$ cat config.mk
export PLATFORM = sky130hd
export DESIGN_NAME = nfc_host
export DESIGN_NICKNAME = d
export VERILOG_FILES = /design/src/rtl/nfc_host.v
export VERILOG_INCLUDE_DIRS = /design/src /design/src/pkg
export SDC_FILE = /design/constraint.sdc
export NUM_CORES = 1
export LEC_CHECK = 0
export BUFFER_PORTS_ARGS = -buffer_cell sky130_fd_sc_hd__buf_4
export CAP_MARGIN = 20
export CORE_MARGIN = 3
export CORE_UTILIZATION = 57
export DETAILED_ROUTE_END_ITERATION = 8
export PLACE_DENSITY = 0.87
export SKIP_LAST_GASP = 1
export SYNTH_ARGS = -nofsm -noshare
export SYNTH_HDL_FRONTEND = slang
export SYNTH_SLANG_ARGS = --single-unit
$ cat constraint.sdc
create_clock -name sys_clk -period 3.2 [get_ports sys_clk]
set_clock_uncertainty 0.1 [all_clocks]
set_input_delay 0.32 -clock sys_clk [delete_from_list [all_inputs] [get_ports sys_clk]]
set_output_delay 0.32 -clock sys_clk [all_outputs]
set_load 0.02 [all_outputs]
$ cat src/pkg/nfc_defines.vh
/*
  constants for the nor flash host controller: command codes, unlock
  addresses, geometry and bus timings in ns, us and ms for a 50 mhz sys_clk.
  assumes it is included by bare name from rtl files only.
*/
`ifndef NFC_DEFINES_VH
`define NFC_DEFINES_VH

`define NFC_CLK_NS        20
// unlock address / data pairs of the write protection sequence
`define NFC_UNLOCK_ADDR1  20'h05555
`define NFC_UNLOCK_ADDR2  20'h02aaa
`define NFC_UNLOCK_DATA1  16'h00aa
`define NFC_UNLOCK_DATA2  16'h0055
`define NFC_SETUP_PROGRAM 16'h00a0
`define NFC_SETUP_ERASE   16'h0080
`define NFC_CODE_SECTOR   16'h0030
`define NFC_CODE_BLOCK    16'h0050
`define NFC_CODE_CHIP     16'h0010
`define NFC_CHIP_ADDR     20'h05555
// sector and block address start lines
`define NFC_SECTOR_LSB    11
`define NFC_BLOCK_LSB     15
// operation codes on the user port
`define NFC_OP_READ       3'h0
`define NFC_OP_PROGRAM    3'h1
`define NFC_OP_SECTOR     3'h2
`define NFC_OP_BLOCK      3'h3
`define NFC_OP_CHIP       3'h4
// status bit positions
`define NFC_POLL_BIT      7
`define NFC_TOGGLE_BIT    6
// strobe timing in ns and busy timeouts in us and ms, turned into cycles in the module
`define NFC_STROBE_NS     60
`define NFC_SETUP_NS      20
`define NFC_PROGRAM_US    20
`define NFC_ERASE_MS      100
`endif

$ cat src/rtl/nfc_host.v
/*
  host side controller for a parallel x16 nor flash: issues reads, word
  programs and sector/block/chip erases through chip select, output gate
  and write strobe, then polls the toggle status bit until completion.
  assumes inputs synchronous to sys_clk; the bench resolves the data wire
  from data_oe and models the flash.
*/
// Function
// - write strobe low while chip select low
// - host sends three unlock writes, then word
// - busy reads only carry two status bits
// - host erases sector before programming word; the code leaves that erase to the caller
// - sector erase: six writes, last code 30
// - block erase: six writes, last code 50
// - chip erase: six writes, code 10 fixed address
// - on mismatch reread twice before completion
`timescale 1ns/1ps
`include "nfc_defines.vh"

module nfc_host #(
  parameter AW          = 20,                 // address width
  parameter DW          = 16,                 // data width
  parameter PROG_CYCLES = (`NFC_PROGRAM_US * 1000) / `NFC_CLK_NS,
  parameter ERASE_CYCLES = (`NFC_ERASE_MS * 1000000) / `NFC_CLK_NS // erase timeout
)(
  input  wire          sys_clk,      // system clock 50 mhz
  input  wire          rstn,         // async reset, active low
  input  wire          req_valid,    // operation request
  output wire          req_ready,    // controller idle
  input  wire [2:0]    req_op,       // operation code
  input  wire [AW-1:0] req_addr,     // word, sector or block address
  input  wire [DW-1:0] req_data,     // program data
  output reg           done,         // one-cycle completion pulse
  output reg           fail,         // with done: timeout
  output reg  [DW-1:0] rd_data,      // read data
  output reg  [AW-1:0] addr_lines,   // flash address lines
  output reg  [DW-1:0] data_out,     // data_lines driven value
  output reg           data_oe,      // data_lines output enable
  input  wire [DW-1:0] data_in,      // data_lines sampled value
  output reg           chip_sel_n,   // chip select, active low
  output reg           out_gate_n,   // output gate, active low
  output reg           wr_strobe_n   // write strobe, active low
);
  localparam STB = (`NFC_STROBE_NS + `NFC_CLK_NS - 1) / `NFC_CLK_NS;
  localparam SU  = (`NFC_SETUP_NS + `NFC_CLK_NS - 1) / `NFC_CLK_NS;
  localparam S_IDLE = 3'd0, S_WSU = 3'd1, S_WLO = 3'd2, S_WHI = 3'd3;
  localparam S_RLO = 3'd4, S_RHI = 3'd5, S_DONE = 3'd6;

  reg [2:0]    state;
  reg [2:0]    op;
  reg [2:0]    step;       // index of write cycle in the sequence
  reg [2:0]    nwrites;    // writes in this sequence
  reg [AW-1:0] taddr;
  reg [DW-1:0] tdata;
  reg [7:0]    tcnt;       // strobe phase timer
  reg [31:0]   wait_cnt;   // busy timeout counter
  reg          polling;
  reg          have_prev;
  reg [DW-1:0] prev;
  reg [1:0]    rereads;    // stable rereads after a settled toggle

  assign req_ready = (state == S_IDLE);

  // address of each write cycle of the command sequences
  function [AW-1:0] seq_addr;
    input [2:0] s;
    input [2:0] o;
    input [AW-1:0] a;
    begin
      case (s)
        3'd0, 3'd2, 3'd3: seq_addr = `NFC_UNLOCK_ADDR1;
        3'd1, 3'd4:       seq_addr = `NFC_UNLOCK_ADDR2;
        default:
          if (o == `NFC_OP_CHIP)
            seq_addr = `NFC_CHIP_ADDR;
          else if (o == `NFC_OP_SECTOR)
            seq_addr = {a[AW-1:`NFC_SECTOR_LSB], {`NFC_SECTOR_LSB{1'b0}}};
          else
            seq_addr = {a[AW-1:`NFC_BLOCK_LSB], {`NFC_BLOCK_LSB{1'b0}}};
      endcase
      if (o == `NFC_OP_PROGRAM && s == 3'd3)
        seq_addr = a;
    end
  endfunction

  // data of each write cycle
  function [DW-1:0] seq_data;
    input [2:0] s;
    input [2:0] o;
    input [DW-1:0] d;
    begin
      case (s)
        3'd0, 3'd3: seq_data = `NFC_UNLOCK_DATA1;
        3'd1, 3'd4: seq_data = `NFC_UNLOCK_DATA2;
        3'd2: seq_data = (o == `NFC_OP_PROGRAM) ? `NFC_SETUP_PROGRAM
                                              : `NFC_SETUP_ERASE;
        default:
          case (o)
            `NFC_OP_SECTOR: seq_data = `NFC_CODE_SECTOR;
            `NFC_OP_BLOCK:  seq_data = `NFC_CODE_BLOCK;
            default:        seq_data = `NFC_CODE_CHIP;
          endcase
      endcase
      if (o == `NFC_OP_PROGRAM && s == 3'd3)
        seq_data = d;
    end
  endfunction

  // main sequencer; chip select is held low across the whole write strobe
  always @(posedge sys_clk or negedge rstn)
  begin
    if (!rstn)
    begin
      state <= S_IDLE; op <= 3'h0; step <= 3'h0; nwrites <= 3'h0;
      taddr <= {AW{1'b0}}; tdata <= {DW{1'b0}}; tcnt <= 8'h00;
      wait_cnt <= 32'h0; polling <= 1'b0; have_prev <= 1'b0;
      prev <= {DW{1'b0}}; rereads <= 2'h0; done <= 1'b0; fail <= 1'b0;
      rd_data <= {DW{1'b0}}; addr_lines <= {AW{1'b0}};
      data_out <= {DW{1'b0}}; data_oe <= 1'b0;
      chip_sel_n <= 1'b1; out_gate_n <= 1'b1; wr_strobe_n <= 1'b1;
    end
    else
    begin
      done <= 1'b0;
      tcnt <= tcnt + 8'h01;
      case (state)
        S_IDLE:
        begin
          chip_sel_n <= 1'b1;  // deselected keeps device in standby
          out_gate_n <= 1'b1;
          data_oe <= 1'b0;
          if (req_valid)
          begin
            op <= req_op; taddr <= req_addr; tdata <= req_data;
            step <= 3'h0; tcnt <= 8'h00; fail <= 1'b0;
            polling <= 1'b0; have_prev <= 1'b0; rereads <= 2'h0;
            wait_cnt <= 32'h0;
            // programming only clears bits, so the caller erases first
            nwrites <= (req_op == `NFC_OP_PROGRAM) ? 3'd4 : 3'd6;
            if (req_op == `NFC_OP_READ)
            begin
              addr_lines <= req_addr;
              chip_sel_n <= 1'b0;
              out_gate_n <= 1'b0;     // device drives only when both low
              state <= S_RLO;
            end
            else
              state <= S_WSU;
          end
        end
        S_WSU:
        begin
          // present address, data and select in the same cycle, before strobing
          addr_lines <= seq_addr(step, op, taddr);
          data_out <= seq_data(step, op, tdata);
          data_oe <= 1'b1;
          chip_sel_n <= 1'b0;
          if (tcnt >= SU[7:0])
          begin
            wr_strobe_n <= 1'b0;      // strobe low inside select
            tcnt <= 8'h00;
            state <= S_WLO;
          end
        end
        S_WLO:
          if (tcnt >= STB[7:0])
          begin
            // strobe rises first so data is latched before select lifts
            wr_strobe_n <= 1'b1;
            tcnt <= 8'h00;
            state <= S_WHI;
          end
        S_WHI:
          if (tcnt >= SU[7:0])
          begin
            chip_sel_n <= 1'b1;
            data_oe <= 1'b0;
            tcnt <= 8'h00;
            if (step == nwrites - 3'd1)
            begin
              polling <= 1'b1;        // status valid after last rise
              addr_lines <= (op == `NFC_OP_PROGRAM) ? taddr : seq_addr(step, op, taddr);
              state <= S_RLO;
            end
            else
            begin
              step <= step + 3'd1;
              state <= S_WSU;
            end
          end
        S_RLO:
        begin
          chip_sel_n <= 1'b0;
          out_gate_n <= 1'b0;
          if (polling)
            wait_cnt <= wait_cnt + 32'h1;
          if (tcnt >= STB[7:0])
          begin
            chip_sel_n <= 1'b1;       // each read is a separate cycle
            out_gate_n <= 1'b1;
            tcnt <= 8'h00;
            rd_data <= data_in;
            state <= polling ? S_RHI : S_DONE;
          end
        end
        S_RHI:
        begin
          wait_cnt <= wait_cnt + 32'h1;
          if (tcnt >= SU[7:0])
          begin
            tcnt <= 8'h00;
            have_prev <= 1'b1;
            prev <= rd_data;
            // toggle bit settled: confirm with one more read
            if (have_prev && prev[`NFC_TOGGLE_BIT] == rd_data[`NFC_TOGGLE_BIT])
              rereads <= rereads + 2'h1;
            else
              rereads <= 2'h0;        // still busy
            if (have_prev && prev[`NFC_TOGGLE_BIT] == rd_data[`NFC_TOGGLE_BIT]
                && rereads == 2'h1)
              state <= S_DONE;
            else if (wait_cnt >= ((op == `NFC_OP_PROGRAM) ? PROG_CYCLES : ERASE_CYCLES))
            begin
              fail <= 1'b1;           // bounded busy time exceeded
              state <= S_DONE;
            end
            else
              state <= S_RLO;
          end
        end
        S_DONE:
        begin
          done <= 1'b1;
          state <= S_IDLE;
        end
        default:
          state <= S_IDLE;
      endcase
    end
  end
endmodule // nfc_host

==> results.yml <==
synthesis:
  synth_nets: 874
  synthesis.area_um2: 7500
  synth_area_leaders: "dfrtp_1 (49%), nand2_1 (8.8%), o21ai_0 (3.0%)"
  avgSynthCellArea_um2: 9.35
  synth_flop_cell: "dfrtp_1"
  yosysMostFrequentCell: "nand2_1"
  synthTopCellsByCount: "nand2_1 (176), dfrtp_1 (147), nor2_1 (53)"
  async_flop_share_pct: 100
  yosysSeqAreaShare_pct: 50.1
  yosys.cell_types.count: 68
  synth_seq_cells: 150
  synth_enable_flop_cells: 0
  synthCells: 802
  synth_area_leader_cell: "dfrtp_1"
  yosys_warnings: 0
  yosysTopAreaCellShare_pct: 49.0
clock_network:
  clk_pin_slew_worst_paths_ps: 60
  clockBufferDepth: 2
  clock_latency_ps: 440
  htree_levels: 4
  cts-root-buf: "clkbuf_16"
  cts_tree: "yes"
  clock_sinks: 150
  cts_inserted_buffers: 17
worst_setup_path:
  critPathCaptureType: "register"
  slowest_stage: "dfrtp_1"
  crit_path_start_kind: "register"
  reg2regPathDepth: 6
  max_stage_delay_ps: 490
  worstSetupPathDepth: 6
  crit_arrival_ps: 2940
  cp_data_required_time_ps: 3420
  timing.reg2reg.setup_slack_ps: 470
  startpoint: "op[0]"
  crit_type: "reg -> reg"
  rr_startpoint: "op[0]"
  path_cells: "or3b_1 -> inv_1 -> o21ai_0 -> a21oi_1 -> a22oi_1 -> o21ai_0"
  path_buf_inv: 1
  timing.rr.end: "addr_lines[16]"
  critPathTopFamily: "compound AO/OA/AOI/OAI gates"
  crit_fanout: 14
  crit_end: "addr_lines[16]"
  path_common_cell: "o21ai_0"
sta:
  worst_pin_slew_ps: 972
  hold_viol: 0
  fin_ws_ps: 474
  period_share_pct: 85.2
  period_minus_slack_ps: 2730
  fin_tns_setup_ps: 0
  whs_ps: 1.38
  slew_headroom_pct: 34.6
  finalMaxSlewViolations: 0
  clock.fmax_mhz: 367
  setup_viol: 0
  rsz0062_at_grt: "false"
detailed_routing:
  drtAntennaViolNets: 0
  drc: 0
  drt_iter0_markers: 713
  dr.pass1.iters: 6
  drt-total-wl_mm: 20.4
  wire_per_inst_um: 18.2
  vias_per_cell: 6.02
  dr_total_vias: 6757
outcome:
  run_status: "complete, no violations"
layout:
  layout.cells.non_filler: 1122
  nNetsFinal: 1009
  drive_gt1_share_pct: 21.4
  syn2layout_area_growth_pct: 25.4
  final_core_util_pct: 73.9
global_route:
  grt_pass1_vias: 6762
  grt_first_pass_wirelength_mm: 33.3
  antenna_found_initial: 0
  overflow: 0
  track_usage_pct: 28.8
  grt_max_degree: 70
power:
  p_per_area_nw_per_um2: 866
  leakage_nw: 4.39
  vdd_drop_max_mv: 0.782
placement:
  portBuffers: 116
  hpwl_mm: 13.1
  post-place-cells: 1068
  dp_slack_ps: 644
  globalplace.congestion: 0.909
run:
  maxCapViolCount: 0
die:
  start_util_pct: 59.0
  fp.dieW_um: 121
  dieArea_um2: 14600
  core_area_um2: 12700
  rows: 41
  io_pins: 117
  die_y_um: 121
min_path:
  hold_path.class: "in -> reg"
==> final cells by class <==
class / instances / area, um2
multi-input combinational: 582 / 3460
antenna: 1 / 2.50
fill: 864 / 3310
tap: 172 / 215
clock inverter: 10 / 153
timing repair buffer: 160 / 1260
sequential: 150 / 3760
inverter: 26 / 97.6
clock buffer: 21 / 460
==> power breakdown <==
part | switching, mW | total [mW] | leakage, nW | internal, mW
combinational | 1.88 | 3.12 | 2.16 | 1.24
clock | 0.769 | 2.10 | 0.302 | 1.33
sequential | 0.440 | 2.92 | 1.94 | 2.48
==> worst min-delay path by stage <==
stage           startpoint             to  slack, ps  cells past startpoint
2_1_floorplan         rstn  addr_lines[0]        -80                      0
3_3_place_gp          rstn        tcnt[6]        260                      1
3_5_place_dp          rstn        tcnt[7]        260                      1
4_1_cts        req_addr[1]       taddr[1]          1                      3
5_1_grt        req_addr[1]       taddr[1]        0.5                      3
6_report       req_addr[1]       taddr[1]          1                      3
==> metal layers <==
layer / up-vias / routed length [um] / global-route usage, %
met3: 47 / 1410 / 6.74
met2: 324 / 10200 / 48.2
met1: 3301 / 8280 / 36.5
met4: 0 / 507 / 11.3
met5: - / 0 / 0
li1: 3085 / - / -
==> kinds of logic after synthesis <==
family          count (synthesis)  synth area share [%]
flops                         150                  50.1
compound gates                165                  15.1
mux                            25                  3.65
xor+xnor                       28                  3.27
buf+inv                        70                  3.87
simple gates                  349                  21.6
fa+ha+maj                      15                  2.47
==> through the flow <==
stage / power [mW] / cell area, um2
detailed placement: 5.94 / 8570
floorplan: 4.80 / 7500
finish: 8.14 / 9410
global route: 8.60 / 9410
CTS: 8.12 / 9410
global placement: 5.82 / 8570
==> worst reg2reg max path: cells and delay by family (launching register included) <==
kind	cells	cell delay, ps
compound gates	4	1250
simple gates	1	400
flops	1	490
buf+inv	1	400
==> flip-flops by register name, indices dropped and copies added (netlist names), 2 cells and up <==
register,flops
wait_cnt,32
addr_lines,20
taddr,20
data_out,16
rd_data,16
tdata,16
tcnt,8
op,3
state,3
step,3
nwrites,2
rereads,2
==> timing repair <==
item / 4_1_cts / 5_1_grt
hold buffers: 22 / 0
endpoints found under the setup margin: 0 / 0
hold endpoints to repair: 83 / 0
gates resized for setup: 0 / 0
setup buffers: 0 / 0
==> placed cells by master, fill, tap and decap left out, types with 3 or more instances in the layout <==
master,Yosys,routed
nor4_1,7,7
clkbuf_16,0,17
nor2_1,53,53
inv_1,26,26
a31oi_1,9,9
dfstp_2,3,3
nand3b_1,3,3
mux2_2,19,19
nand2_1,176,176
a22oi_1,6,6
a21o_1,5,5
xnor2_1,12,12
or4_1,3,3
dlygate4sd3_1,0,22
nor3_1,11,10
nand3_1,28,28
a22o_1,8,8
ha_1,14,14
nor2b_1,5,5
mux2i_1,6,6
a21oi_1,29,28
o211ai_1,9,9
o21ai_0,45,45
o22ai_1,3,3
and4_1,3,3
o31ai_1,14,14
and3_1,5,5
dfrtp_1,147,147
a222oi_1,6,6
nand2b_1,19,19
buf_4,1,137
bufinv_16,0,4
or3_1,6,6
nand4_1,12,12
a311oi_1,3,3
o31a_1,3,3
a211oi_1,5,5
xor2_1,16,16
clkinv_2,0,5
(Power assumes the default switching activity.)
